### src/shared/timer16_regs.svh
// timer16_regs.svh: offsets, field positions, reset values of the timer
// assumes: included by bare name from shared/ on the include path
`ifndef TIMER16_REGS_SVH
`define TIMER16_REGS_SVH

// register offsets on the plain register port
`define TMR_ADDR_COUNT_LOW 4'h0
`define TMR_ADDR_COUNT_HIGH 4'h1
`define TMR_ADDR_CONTROL 4'h2
`define TMR_ADDR_FLAGS 4'h3
`define TMR_ADDR_ENABLES 4'h4
`define TMR_ADDR_OSC_CONTROL 4'h5

// timer_control field positions
`define TMR_CTL_RUN 0
`define TMR_CTL_CLK_SRC 1
`define TMR_CTL_SYNC_BYP 2
`define TMR_CTL_XOSC_EN 3
`define TMR_CTL_PS_LO 4
`define TMR_CTL_PS_HI 5
`define TMR_CTL_SEC_ACT 6
`define TMR_CTL_WIDE 7

// oscillator_control field positions
`define TMR_OSC_SCS_LO 0
`define TMR_OSC_SCS_HI 1
`define TMR_OSC_IDLE 7

// field values and reset values
`define TMR_SCS_SECONDARY 2'h1
`define TMR_CONTROL_RESET 8'h00
`define TMR_OSC_RESET 8'h00
`define TMR_COUNT_RESET 16'h0000

`endif

### src/shared/timer16_pkg.sv
// timer16_pkg: types shared by the timer design and its bench
// assumes: compiled before any file that imports it
`default_nettype none

package timer16_pkg;

  // power state of the device as seen by the timer
  typedef enum logic [1:0] {
    PWR_PRIMARY_RUN,
    PWR_SECONDARY_RUN,
    PWR_SECONDARY_IDLE,
    PWR_OTHER_SLEEP
  } power_state_t;

endpackage : timer16_pkg

`default_nettype wire

### src/rtl/timer16.sv
// timer16: 16-bit up timer/counter with prescaler, wide access mode,
// compare-trigger reset, overflow flag and secondary clock status
// assumes: one clock core_clk, pins and strobes synchronous to it,
// quarter-rate instruction tick made here from core_clk
//
// Contract
// - source 0 counts each instruction cycle
// - source 1 counts rising external edges
// - enabled timer makes pins inputs reading zero
// - wide mode high address hits buffer
// - low read copies live high byte
// - low write loads high from buffer
// - only low writes clear prescaler
// - crystal runs whenever enabled, all modes
// - select 01 enters secondary run state
// - sleep without idle select: secondary idle
// - active bit set only on secondary clock
// - count wraps FFFFh to 0000h, sets flag
// - interrupt request only while enabled
// - compare trigger resets the count
// - trigger reset not for asynchronous counting
// - software write beats trigger reset
// - trigger reset never sets overflow flag
// - second unit trigger starts conversion
// - active bit zero for other sources
//
// The strobed register port and the register addresses were chosen for this implementation.
`include "timer16_regs.svh"
`default_nettype none

module timer16
  import timer16_pkg::*;
#(
  parameter int unsigned INSTR_DIV = 4 // core clocks per instruction cycle
) (
  input wire logic core_clk,
  input wire logic rst,
  input wire logic [3:0] reg_addr,
  input wire logic [7:0] reg_wdata,
  input wire logic reg_wr,
  input wire logic reg_rd,
  output logic [7:0] reg_rdata,
  input wire logic ext_clock_pin,
  input wire logic crystal_in_pin,
  input wire logic [1:0] port_c_direction,
  input wire logic [1:0] port_c_pin_in,
  output logic [1:0] port_c_read,
  output logic [1:0] port_c_oe,
  output logic crystal_osc_run,
  input wire logic compare_trigger,
  input wire logic compare_uses_timer,
  input wire logic second_unit_trigger,
  input wire logic adc_enabled,
  output logic adc_start,
  input wire logic sleep_exec,
  input wire logic fail_safe_switch,
  output power_state_t power_state,
  output logic overflow_irq
);

  ////////////////////////////////////////////////////////////////////
  // registers

  logic [7:0] control_q; // timer_control, bit 6 unused here
  logic [7:0] osc_control_q; // oscillator_control
  logic [15:0] count_q; // live count
  logic [7:0] high_buf_q; // high byte holding buffer
  logic [7:0] rdata_q; // read data register
  logic overflow_flag_q; // sticky overflow flag
  logic overflow_irq_enable_q; // overflow interrupt enable
  logic [2:0] prescale_q; // prescaler count
  logic [1:0] instr_cnt_q; // instruction cycle divider
  logic ext_s1_q; // synchroniser first stage
  logic ext_s2_q; // synchroniser second stage
  logic ext_prev_q; // previous synchronised level
  logic raw_prev_q; // previous raw level, bypass path
  power_state_t power_state_q; // current power state

  // decoded control fields
  logic run_en;
  logic clk_src;
  logic sync_byp;
  logic xosc_en;
  logic wide_en;
  logic [1:0] ps_sel;
  assign run_en = control_q[`TMR_CTL_RUN];
  assign clk_src = control_q[`TMR_CTL_CLK_SRC];
  assign sync_byp = control_q[`TMR_CTL_SYNC_BYP];
  assign xosc_en = control_q[`TMR_CTL_XOSC_EN];
  assign wide_en = control_q[`TMR_CTL_WIDE];
  assign ps_sel = control_q[`TMR_CTL_PS_HI:`TMR_CTL_PS_LO];

  // access strobes
  logic wr_low, wr_high, rd_low, wr_ctl;
  assign wr_low = reg_wr && reg_addr == `TMR_ADDR_COUNT_LOW;
  assign wr_high = reg_wr && reg_addr == `TMR_ADDR_COUNT_HIGH;
  assign rd_low = reg_rd && reg_addr == `TMR_ADDR_COUNT_LOW;
  assign wr_ctl = reg_wr && reg_addr == `TMR_ADDR_CONTROL;

  ////////////////////////////////////////////////////////////////////
  // clock source selection

  // external source: crystal when enabled, else pin
  logic ext_raw;
  assign ext_raw = xosc_en ? crystal_in_pin : ext_clock_pin;

  // instruction cycle tick every INSTR_DIV core clocks
  logic instr_tick;
  assign instr_tick = instr_cnt_q == 2'(INSTR_DIV - 1);

  always_ff @(posedge core_clk or posedge rst) begin
    if (rst) begin
      instr_cnt_q <= 2'h0;
    end else if (instr_tick) begin
      instr_cnt_q <= 2'h0;
    end else begin
      instr_cnt_q <= instr_cnt_q + 2'h1;
    end
  end

  // two-flop synchroniser, then edge detect on second stage
  always_ff @(posedge core_clk or posedge rst) begin
    if (rst) begin
      ext_s1_q <= 1'b0;
      ext_s2_q <= 1'b0;
      ext_prev_q <= 1'b0;
      raw_prev_q <= 1'b0;
    end else begin
      ext_s1_q <= ext_raw;
      ext_s2_q <= ext_s1_q;
      ext_prev_q <= ext_s2_q;
      raw_prev_q <= ext_raw;
    end
  end

  // rising edge, synchronised or bypassed path
  logic ext_rise;
  always_comb begin
    if (sync_byp) begin
      ext_rise = ext_raw && !raw_prev_q;
    end else begin
      ext_rise = ext_s2_q && !ext_prev_q;
    end
  end

  // one source tick per cycle, gated by run enable
  logic src_tick;
  assign src_tick = run_en && (clk_src ? ext_rise : instr_tick);

  ////////////////////////////////////////////////////////////////////
  // prescaler

  // prescale mask: ratio minus one for 1,2,4,8
  function automatic logic [2:0] ps_mask(input logic [1:0] sel);
    unique case (sel)
      2'h0: ps_mask = 3'h0;
      2'h1: ps_mask = 3'h1;
      2'h2: ps_mask = 3'h3;
      2'h3: ps_mask = 3'h7;
    endcase
  endfunction : ps_mask

  logic count_tick;
  assign count_tick = src_tick && prescale_q == ps_mask(ps_sel);

  // prescaler count, cleared by low byte writes only
  always_ff @(posedge core_clk or posedge rst) begin
    if (rst) begin
      prescale_q <= 3'h0;
    end else if (wr_low) begin
      prescale_q <= 3'h0;
    end else if (count_tick) begin
      prescale_q <= 3'h0;
    end else if (src_tick) begin
      prescale_q <= prescale_q + 3'h1;
    end
  end

  ////////////////////////////////////////////////////////////////////
  // counter

  // trigger reset only in timer or synchronised counter mode
  logic trig_reset;
  assign trig_reset = compare_trigger && compare_uses_timer
    && !(clk_src && sync_byp);

  logic wrap;
  assign wrap = count_tick && count_q == 16'hffff;

  // live count: writes first, then trigger, then increment
  always_ff @(posedge core_clk or posedge rst) begin
    if (rst) begin
      count_q <= `TMR_COUNT_RESET;
    end else if (wr_low) begin
      // wide mode loads both bytes together
      if (wide_en) begin
        count_q <= {high_buf_q, reg_wdata};
      end else begin
        count_q[7:0] <= reg_wdata;
      end
    end else if (wr_high && !wide_en) begin
      count_q[15:8] <= reg_wdata;
    end else if (trig_reset) begin
      count_q <= `TMR_COUNT_RESET;
    end else if (count_tick) begin
      count_q <= count_q + 16'h0001;
    end
  end

  // holding buffer, written from software or sampled on low read
  always_ff @(posedge core_clk or posedge rst) begin
    if (rst) begin
      high_buf_q <= 8'h00;
    end else if (wide_en && wr_high) begin
      high_buf_q <= reg_wdata;
    end else if (wide_en && rd_low) begin
      high_buf_q <= count_q[15:8];
    end
  end

  ////////////////////////////////////////////////////////////////////
  // overflow flag and interrupt

  // flag set by wrap or by a flags write of 1; wrap set wins over software clear
  always_ff @(posedge core_clk or posedge rst) begin
    if (rst) begin
      overflow_flag_q <= 1'b0;
    end else if (wrap && !wr_low && !wr_high && !trig_reset) begin
      overflow_flag_q <= 1'b1;
    end else if (reg_wr && reg_addr == `TMR_ADDR_FLAGS) begin
      overflow_flag_q <= reg_wdata[0];
    end
  end

  always_ff @(posedge core_clk or posedge rst) begin
    if (rst) begin
      overflow_irq_enable_q <= 1'b0;
    end else if (reg_wr && reg_addr == `TMR_ADDR_ENABLES) begin
      overflow_irq_enable_q <= reg_wdata[0];
    end
  end

  assign overflow_irq = overflow_flag_q && overflow_irq_enable_q;

  ////////////////////////////////////////////////////////////////////
  // control and oscillator control registers

  always_ff @(posedge core_clk or posedge rst) begin
    if (rst) begin
      control_q <= `TMR_CONTROL_RESET;
    end else if (wr_ctl) begin
      control_q <= reg_wdata;
    end
  end

  always_ff @(posedge core_clk or posedge rst) begin
    if (rst) begin
      osc_control_q <= `TMR_OSC_RESET;
    end else if (reg_wr && reg_addr == `TMR_ADDR_OSC_CONTROL) begin
      osc_control_q <= reg_wdata;
    end
  end

  // crystal runs while enabled, in any power state
  assign crystal_osc_run = xosc_en;

  ////////////////////////////////////////////////////////////////////
  // power state tracking

  logic [1:0] scs;
  assign scs = osc_control_q[`TMR_OSC_SCS_HI:`TMR_OSC_SCS_LO];

  // entry only on a write of select 01; a level test would re-enter
  // secondary run right after a fail-safe switch while select reads 01
  logic sel_sec_wr;
  assign sel_sec_wr = reg_wr && reg_addr == `TMR_ADDR_OSC_CONTROL
    && reg_wdata[`TMR_OSC_SCS_HI:`TMR_OSC_SCS_LO] == `TMR_SCS_SECONDARY;

  always_ff @(posedge core_clk or posedge rst) begin
    if (rst) begin
      power_state_q <= PWR_PRIMARY_RUN;
    end else if (fail_safe_switch) begin
      power_state_q <= PWR_PRIMARY_RUN;
    end else begin
      unique case (power_state_q)
        PWR_PRIMARY_RUN, PWR_OTHER_SLEEP: begin
          if (sel_sec_wr) begin
            power_state_q <= PWR_SECONDARY_RUN;
          end else if (sleep_exec) begin
            power_state_q <= PWR_OTHER_SLEEP;
          end else begin
            power_state_q <= PWR_PRIMARY_RUN;
          end
        end
        PWR_SECONDARY_RUN: begin
          if (scs != `TMR_SCS_SECONDARY) begin
            power_state_q <= PWR_PRIMARY_RUN;
          end else if (sleep_exec && !osc_control_q[`TMR_OSC_IDLE]) begin
            power_state_q <= PWR_SECONDARY_IDLE;
          end
        end
        PWR_SECONDARY_IDLE: begin
          if (scs != `TMR_SCS_SECONDARY) begin
            power_state_q <= PWR_PRIMARY_RUN;
          end
        end
      endcase
    end
  end

  assign power_state = power_state_q;

  // secondary clock active status
  logic sec_active;
  assign sec_active = power_state_q == PWR_SECONDARY_RUN
    || power_state_q == PWR_SECONDARY_IDLE;

  ////////////////////////////////////////////////////////////////////
  // pins and conversion start

  // enabled timer forces both pins to inputs reading zero
  assign port_c_oe = run_en ? 2'h0 : ~port_c_direction;
  assign port_c_read = run_en ? 2'h0 : port_c_pin_in;

  // second unit trigger starts a conversion when enabled
  assign adc_start = second_unit_trigger && adc_enabled;

  ////////////////////////////////////////////////////////////////////
  // read data, one cycle after the strobe

  always_ff @(posedge core_clk or posedge rst) begin
    if (rst) begin
      rdata_q <= 8'h00;
    end else if (reg_rd) begin
      unique case (reg_addr)
        `TMR_ADDR_COUNT_LOW: rdata_q <= count_q[7:0];
        `TMR_ADDR_COUNT_HIGH: rdata_q <= wide_en ? high_buf_q
          : count_q[15:8];
        `TMR_ADDR_CONTROL: rdata_q <= {control_q[7], sec_active,
          control_q[5:0]};
        `TMR_ADDR_FLAGS: rdata_q <= {7'h00, overflow_flag_q};
        `TMR_ADDR_ENABLES: rdata_q <= {7'h00, overflow_irq_enable_q};
        `TMR_ADDR_OSC_CONTROL: rdata_q <= osc_control_q;
        default: rdata_q <= 8'h00;
      endcase
    end else begin
      rdata_q <= 8'h00;
    end
  end

  assign reg_rdata = rdata_q;

endmodule : timer16

`default_nettype wire

### config.mk
export PLATFORM = sky130hd
export DESIGN_NAME = timer16
export DESIGN_NICKNAME = d
export VERILOG_FILES = /design/src/shared/timer16_pkg.sv /design/src/rtl/timer16.sv
export VERILOG_INCLUDE_DIRS = /design/src /design/src/shared
export SDC_FILE = /design/constraint.sdc
export NUM_CORES = 1
export LEC_CHECK = 0
export ABC_AREA = 1
export ABC_CLOCK_PERIOD_IN_PS = 2050
export BUFFER_PORTS_ARGS = -buffer_cell sky130_fd_sc_hd__clkbuf_2
export CORE_MARGIN = 2
export CORE_UTILIZATION = 51
export CTS_CLUSTER_SIZE = 8
export DETAILED_ROUTE_END_ITERATION = 16
export PLACE_DENSITY = 0.75
export SLEW_MARGIN = 20
export SYNTH_ARGS = -nofsm -noshare
export SYNTH_HDL_FRONTEND = slang
export SYNTH_SLANG_ARGS = --single-unit
export TNS_END_PERCENT = 10
### constraint.sdc
create_clock -name core_clk -period 2.05 [get_ports core_clk]
set_input_delay 0.615 -clock core_clk [delete_from_list [all_inputs] [get_ports core_clk]]
set_output_delay 0.615 -clock core_clk [all_outputs]
set_load 0.005 [all_outputs]
==> results of run 1 <==
report_power, final:
group | switching, mW | internal (mW) | leakage [nW]
Sequential | 0.303 | 1.46 | 0.754
Clock | 0.488 | 0.594 | 0.102
Combinational | 0.765 | 0.436 | 1.23
Total | 1.56 | 2.49 | 2.09
per-layer routing:
layer	up-vias	GRT usage (%)	routed length [um]
met5	-	0	0
met4	0	12.0	216
met3	18	4.14	818
met2	191	45.9	4700
met1	1647	39.4	4400
li1	1699	-	-
critical path: stages, from the launching register on:
cell	delay, ns
dfrtp_1	0.44
ha_1	0.27
nand2_1	0.12
nor2_1	0.23
nand3_1	0.17
inv_1	0.12
nand4_1	0.14
o31ai_2	0.26
flip-flops by register name, summed over array words and instances, names as in the netlist, 2 cells and up:
register       cells
high_buf_q         8
prescale_q         3
osc_control_q      8
count_q           16
reg_rdata          8
instr_cnt_q        2
power_state        2
control_q          7
what timing repair did:
item | 4_1_cts | 5_1_grt
endpoints found under the hold margin | 0 | 0
resized for setup | 0 | 2
setup endpoints to repair | 0 | 1
cells in the final DEF, fill, tap and decap left out, drive strengths merged, types with 5 or more instances in the layout:
| master | count |
|---|---|
| nand2 | 129 |
| inv | 66 |
| dfrtp | 59 |
| o21ai | 57 |
| nand3 | 54 |
| clkbuf | 54 |
| nor2 | 41 |
| o22ai | 21 |
| buf | 15 |
| a21oi | 11 |
| nand4 | 7 |
| ha | 5 |
per-stage QoR:
step | total power [mW] | hold slack (ns)
6_report | 4.05 | 0.335
5_1_grt | 4.31 | 0.376
4_1_cts | 4.04 | 0.347
3_5_place_dp | 2.94 | 0.377
3_3_place_gp | 2.92 | 0.358
2_1_floorplan | 2.49 | 0.354
logic make-up after synthesis:
kind of cell	synth area share, %
AND/OR/NAND/NOR	30.4
AO/OA/AOI/OAI	15.2
buffers and inverters	8.25
flip-flops	42.9
XOR/XNOR	1.53
adder cells (fa/ha/maj)	1.82
cell type report:
type                    count  area share, %
well taps                  77           2.37
inverters                  67           6.28
repair buffers             59           8.49
clock inverters             6           1.60
multi-input cells         343           41.6
flip-flops and latches     59           36.3
clock buffers              10           3.38
how the worst max path moves through the flow:
stage / startpoint / endpoint / slack (ns) / cells past startpoint
final: count_q[1]$_DFFE_PP0P_ / overflow_flag_q$_DFFE_PP0P_ / 0.21 / 7
after CTS: count_q[1]$_DFFE_PP0P_ / overflow_flag_q$_DFFE_PP0P_ / 0.18 / 7
after global placement: crystal_in_pin / count_q[3]$_DFFE_PP0P_ / 0.04 / 10
after global routing: count_q[1]$_DFFE_PP0P_ / count_q[14]$_DFFE_PP0P_ / 0.06 / 10
after floorplan: reg_addr[0] / count_q[5]$_DFFE_PP0P_ / 0.40 / 8
after detailed placement: crystal_in_pin / count_q[3]$_DFFE_PP0P_ / 0.01 / 10
==> impl.org, run 1 <==
** Timing
- Portion of the clock cycle consumed by the worst path in the final layout :: 89.9%
- Number of setup violations in the final report :: 0
- Adding up every negative setup slack in the final design gives 0 ns.
- Between clock sinks in the finished design, the worst skew comes to 0.00947 ns.
- Least setup slack across all paths after layout :: around 0.21 ns
- Timing would allow up to between 500 and 600 MHz.
- For the pin with the worst max-slew slack, the measured transition is around 0.52 ns.
- Setup repair after global routing left no endpoint under its margin.
- The worst path needs approximately 1.8 ns of the cycle, external delays included.
- Count of pins over their slew limit :: 0
- Final Hold Vio Count :: 0
- Slew HR :: between 60% and 70%

** Route
- Detail-routed net length per standard cell :: 16.3 um
- In the routed design, unresolved DRC markers number 0.
- Number of detailed-route iterations in the first pass :: 5
- Detailed router's first-iteration violation count :: 363
- Via density :: 5.72
- Summed over all layers, the routed wires come to between 10,000 and 15,000 um.
- Remaining antenna violation count after routing :: 0
- The final route contains 3,555 vias.

** CTS
- For this design, the sink count on the clock tree is just under 60.
- Clock slew at reported path FFs :: roughly 0.07 ns
- Post CTS Setup Buffer Count :: 0
- Buffer levels on the longest clock path :: 2
- Root Buffer Master :: clkbuf_8
- CTS tree :: built
- At the later pin of the worst-skew pair, clock insertion delay measures ~0.34 ns.
- H-tree Lvls :: 3
- TritonCTS Buffers :: 9
- In this run, post-CTS hold repair placed 0 buffers.

** Worst setup path
- Critical Path AT :: about 2.1 ns
- The endpoint identified for the worst register-to-register timing path is overflow_flag_q$_DFFE_PP0P_.
- Of all nets on the critical path, the largest fanout is 4.
- Setup CP Type :: reg2reg
- The number of cells on the worst reg-to-reg path is 7.
- The worst register-to-register path has a setup slack of slightly above 0.2 ns.
- STA classifies the critical path startpoint as a flop.
- Endpoint type of the worst setup path :: flop
- Data on the critical path is required at its endpoint by roughly 2.3 ns.
- Source of the worst register-to-register timing path :: count_q[1]$_DFFE_PP0P_

** Final layout
- # fillers :: 570
- The area growth from synthesis to layout is 18.1%.
- Antenna diode instance count :: 0
- Number of cells in the finished layout apart from fillers :: between 600 and 700
- Area of the multi-input gates :: roughly 1700 um2
- Share of post-route cells with drive strength above 1 :: between 10% and 20%
- Final std cell area, no fill :: 4070 um2
- Summing all flip-flop and latch instances after layout gives roughly 1500 um2.
- Utilization after layout :: 63.3%
- Net count reported at finish :: between 500 and 600

** Synthesis
- Yosys printed 0 warnings.
- Number of instances in the synthesized netlist :: between 400 and 500
- For this run, asynchronously set or reset flops after synthesis account for 100%.
- Area share of the largest cell type after synthesis :: between 40% and 50%
- Leading register cell type out of synthesis :: dfrtp_1
- After synthesis, the cell types taking the most area are dfrtp_1 43%, nand2_1 14%, o21ai_0 8.0%, nand3_1 7.3%, inv_1 6.8%.
- Post-synthesis instance area :: between 3000 and 4000 um2
- Number of nets produced by synthesis :: a little over 500
- dfrtp_1 takes more of the synthesized area than any other cell.
- Sequential elements use 42.9% of the synthesized area.
- Most frequent cell after synthesis :: nand2_1
- The synthesized design contains a little under 60 register bits.
- Counting instances in the post-synthesis netlist gives the leading cell types as 126 x nand2_1, 62 x inv_1, 59 x dfrtp_1, 55 x o21ai_0, 50 x nand3_1.
- Average instance area after synthesis :: roughly 7.2 um2
- Counting distinct cell types in the post-synthesis netlist gives 31.
- EDFF count, synth :: 0

** Place
- Timing analysis after detailed placement gives a worst setup slack of 0.0139 ns.
- Detailed placement finished with a half-perimeter wire length of between 7000 and 8000 um.
- Last weighted congestion value of the routability-driven placer :: 1.03
- Number of instances in the placed design :: 605
- Area after detailed placement :: between 3000 and 4000 um2
- Number of buffer cells added on primary ports :: between 40 and 50

** Floorplanning
- Std-Cell Rows :: 29
- Die outline height :: between 80 and 90 um
- Starting Density :: about 54%
- Placeable core area :: about 6400 um2
- Measured along the x axis, the die boundary spans roughly 86 um.
- The floorplan step defined a die boundary enclosing approximately 7400 um2.
- 45 I/O pins were placed.

** GRT
- Vias in the first global route :: 3,260
- In the global route stage, overall resource usage came out at between 20% and 30%.
- Global routing finished with a remaining overflow of 0.
- Entering global routing, the biggest net connects 60 pins.
- Global-route wire length before repair :: around 16,000 um
- The number of antenna violations at the first check in global routing was 0.

** Job
- Max capacitance violation total :: 0

** Pwr
- P per Cell Area :: between 900 and 1000 nW/um2
- Worst-case vdd ir drop :: 760 uV
- Leakage Power :: 2.09 nW

** Status
- Result of the run :: finished clean

** Hold path
- The worst hold path belongs to the class in2async.
Power figures use the tool's default switching activity.
==> run 2, diff against run 1 <==
Settings changed: CORE_ASPECT_RATIO set to 2.
==> run 2 against run 1 <==
- critical endpoint unchanged
- final area rose by 4.6%
- sequential power barely moved
- critical path depth did not move
- setup slack got worse by 0.0016 ns
- fmax barely moved
- highest routed layer unchanged
==> impl.org, run 2 (synthesis results as in run 1) <==
** Status
- Result of the run :: finished clean

** Worst setup path
- The worst register-to-register path begins at count_q[1]$_DFFE_PP0P_.
- Crit path max fanout :: 4 (unchanged)
- The number of cells on the worst reg-to-reg path is 7 (unchanged).
- The required arrival time at the worst endpoint was 2.26 ns (-0.03 ns).
- Worst flop-to-flop path endpoint :: overflow_flag_q$_DFFE_PP0P_
- Critical Path AT :: 2.05 ns (-0.03 ns)
- Endpoint type of the worst setup path :: flop
- The worst setup path is launched from a flop.
- The slack of the worst reg-to-reg path is 0.21 ns (about the same).
- Worst setup path startpoint :: count_q[1]$_DFFE_PP0P_
- The critical path is of the reg2reg type.

** Timing
- Final Hold Vio Count :: 0 (unchanged)
- Max Clk Rate :: 542 MHz (about the same)
- The headroom to the max-slew limit is 67.9% (+3.2 points).
- Tmin final :: 1.84 ns (+0.00164 ns)
- The number of endpoints failing setup at the final stage was 0 (unchanged).
- The portion of the clock cycle consumed by the worst path in the final layout was 89.9% (about the same).
- Count of pins over their slew limit :: 0 (unchanged)
- Worst Clk Skew :: 0.00651 ns (-0.00296 ns)
- Total Neg Setup Slack :: 0 ns (unchanged)
- Setup repair after global routing missed its margin :: no
- Least setup slack across all paths after layout :: 0.206 ns (-0.00164 ns)
- Slew of the pin with the lowest slew margin :: 0.477 ns (-0.0469 ns)

** Floorplanning
- Num ports :: 45 (unchanged)
- Overall die width :: 62.1 um (-28%)
- The initial cell density of the core came to 52.4% (-1.2 points).
- The number of standard-cell rows in the floorplan came to 42 (+45%).
- Placeable core area :: 6570 um2 (+2.3%)
- The vertical extent of the die came to 120 um (+39%).
- The die area came to 7460 um2 (+0.54%).

** Place
- Number of buffer cells added on primary ports :: 44 (unchanged)
- The count of placed standard cells including taps came to 619 (+2.3%).
- The final HPWL from detailed placement came to 8730 um (+15%).
- The worst setup slack after placement was -0.0351 ns (-0.0489 ns).
- Last weighted congestion value of the routability-driven placer :: 1.08 (+4.2%)

** CTS
- The number of clock sinks was 59 (unchanged).
- Root Buffer Master :: clkbuf_16
- # hold bufs at CTS :: 0 (unchanged)
- The total number of H-tree levels was 3 (unchanged).
- The clock tree buffer depth came to 2 (unchanged).
- Clock slew at reported path FFs :: 0.05 ns (-0.02 ns)
- Later-pin clock latency in the skew report :: 0.33 ns (about the same)
- The buffer count from post-CTS setup fixing came to 0 (unchanged).
- The post-cts sizing count came to 0 (unchanged).
- The number of buffers created by CTS came to 9 (unchanged).
- CTS tree :: built

** Route
- The overall via count from detail_route was 3,696 (+4.0%).
- # DRC :: 0 (unchanged)
- The number of detailed-route iterations in the first pass was 7 (+2).
- Detail-routed net length per standard cell :: 18.1 um (+11%)
- The total wirelength of the detailed-routed design is 11,500 um (+13%).
- Via density :: 5.82 (+1.7%)
- Detailed router's first-iteration violation count :: 383 (+5.5%)
- The antenna violation net count after detailed routing came to 0 (unchanged).

** Pwr
- The peak supply drop came to 558 uV (-27%).
- P per Cell Area :: 1130 nW/um2 (+13%)
- The standby leakage power was 2.17 nW (+4.0%).

** GRT
- The global-route congestion overflow total came to 0 (unchanged).
- Largest net degree at the start of global routing :: 60 (unchanged)
- Number of antenna violations at the first check in global routing :: 0 (unchanged)
- The via count of the first global-routing pass is 3,819 (+17%).
- The total routing usage reported by global routing was 32.9% (+4.1 points).
- Global-route wire length before repair :: 18,500 um (+14%)

** Job
- Max capacitance violation total :: 0 (unchanged)

** Hold path
- The path class of the tightest hold or removal check is in2async.

** Final layout
- Leaving out fill and tap cells, the most frequent cell in the layout is nand2_1.
- The number of inserted diodes came to 0 (unchanged).
- Layout overhead on the synthesized area :: 23.6%
- # fillers :: 606 (+6.3%)
- In the layout the commonest cells are 126 x nand2_1, 61 x inv_1, 59 x dfrtp_1.
- count_q holds more flip-flops than any other register.
- Max FFs per register :: 16 (unchanged)
- Share of post-route cells with drive strength above 1 :: 17.7% (+0.086 points)
- The final cell count without fillers is 635 (+2.3%).
- Net count reported at finish :: 575 (+0.52%)
- The final core utilization is 64.8% (+1.5 points).
## run 2: critical path, stage by stage (launching register included)
cell and delay, ns:
dfrtp_1 0.44, ha_1 0.27, nand2_1 0.11, nor2_1 0.19, nand3_1 0.16, inv_1 0.12, nand4_1 0.10, o31ai_1 0.32
## run 2: worst max-delay path by stage
stage	endpoint	slack, ns	cells past startpoint
2_1_floorplan	count_q[5]$_DFFE_PP0P_	0.40	8
3_3_place_gp	high_buf_q[4]$_DFFE_PP0P_	0.02	9
5_1_grt	count_q[8]$_DFFE_PP0P_	0.03	10
6_report	overflow_flag_q$_DFFE_PP0P_	0.21	7
4_1_cts	overflow_flag_q$_DFFE_PP0P_	0.23	7
3_5_place_dp	high_buf_q[4]$_DFFE_PP0P_	-0.04	9
## run 2: layout make-up
type,count,area [um2],share of cell area [%]
clock inverters,6,111,2.62
multi-input cells,343,1680,39.5
flip-flops and latches,59,1480,34.7
clock buffers,10,239,5.62
repair buffers,62,380,8.94
inverters,67,255,6.00
well taps,88,110,2.59
## run 2: routing by layer
layer / track usage [%] / part of all wire (%)
met4: 27.5 / 8.1
met3: 6.70 / 5.1
met2: 58.6 / 53
met1: 32.1 / 34
met5: 0 / 0
## run 2: metrics by stage
stage | area (um2) | hold slack (ns) | power, mW
after CTS | 4260 | 0.361 | 4.77
final | 4260 | 0.345 | 4.79
after global placement | 3910 | 0.360 | 2.96
after global routing | 4260 | 0.389 | 5.03
after floorplan | 3450 | 0.354 | 2.49
after detailed placement | 3910 | 0.368 | 2.99
## run 2: power breakdown
part	switching [mW]	total (mW)	internal, mW
clock network	0.539	1.76	1.22
logic	0.809	1.26	0.447
registers	0.309	1.77	1.46
total	1.66	4.79	3.13
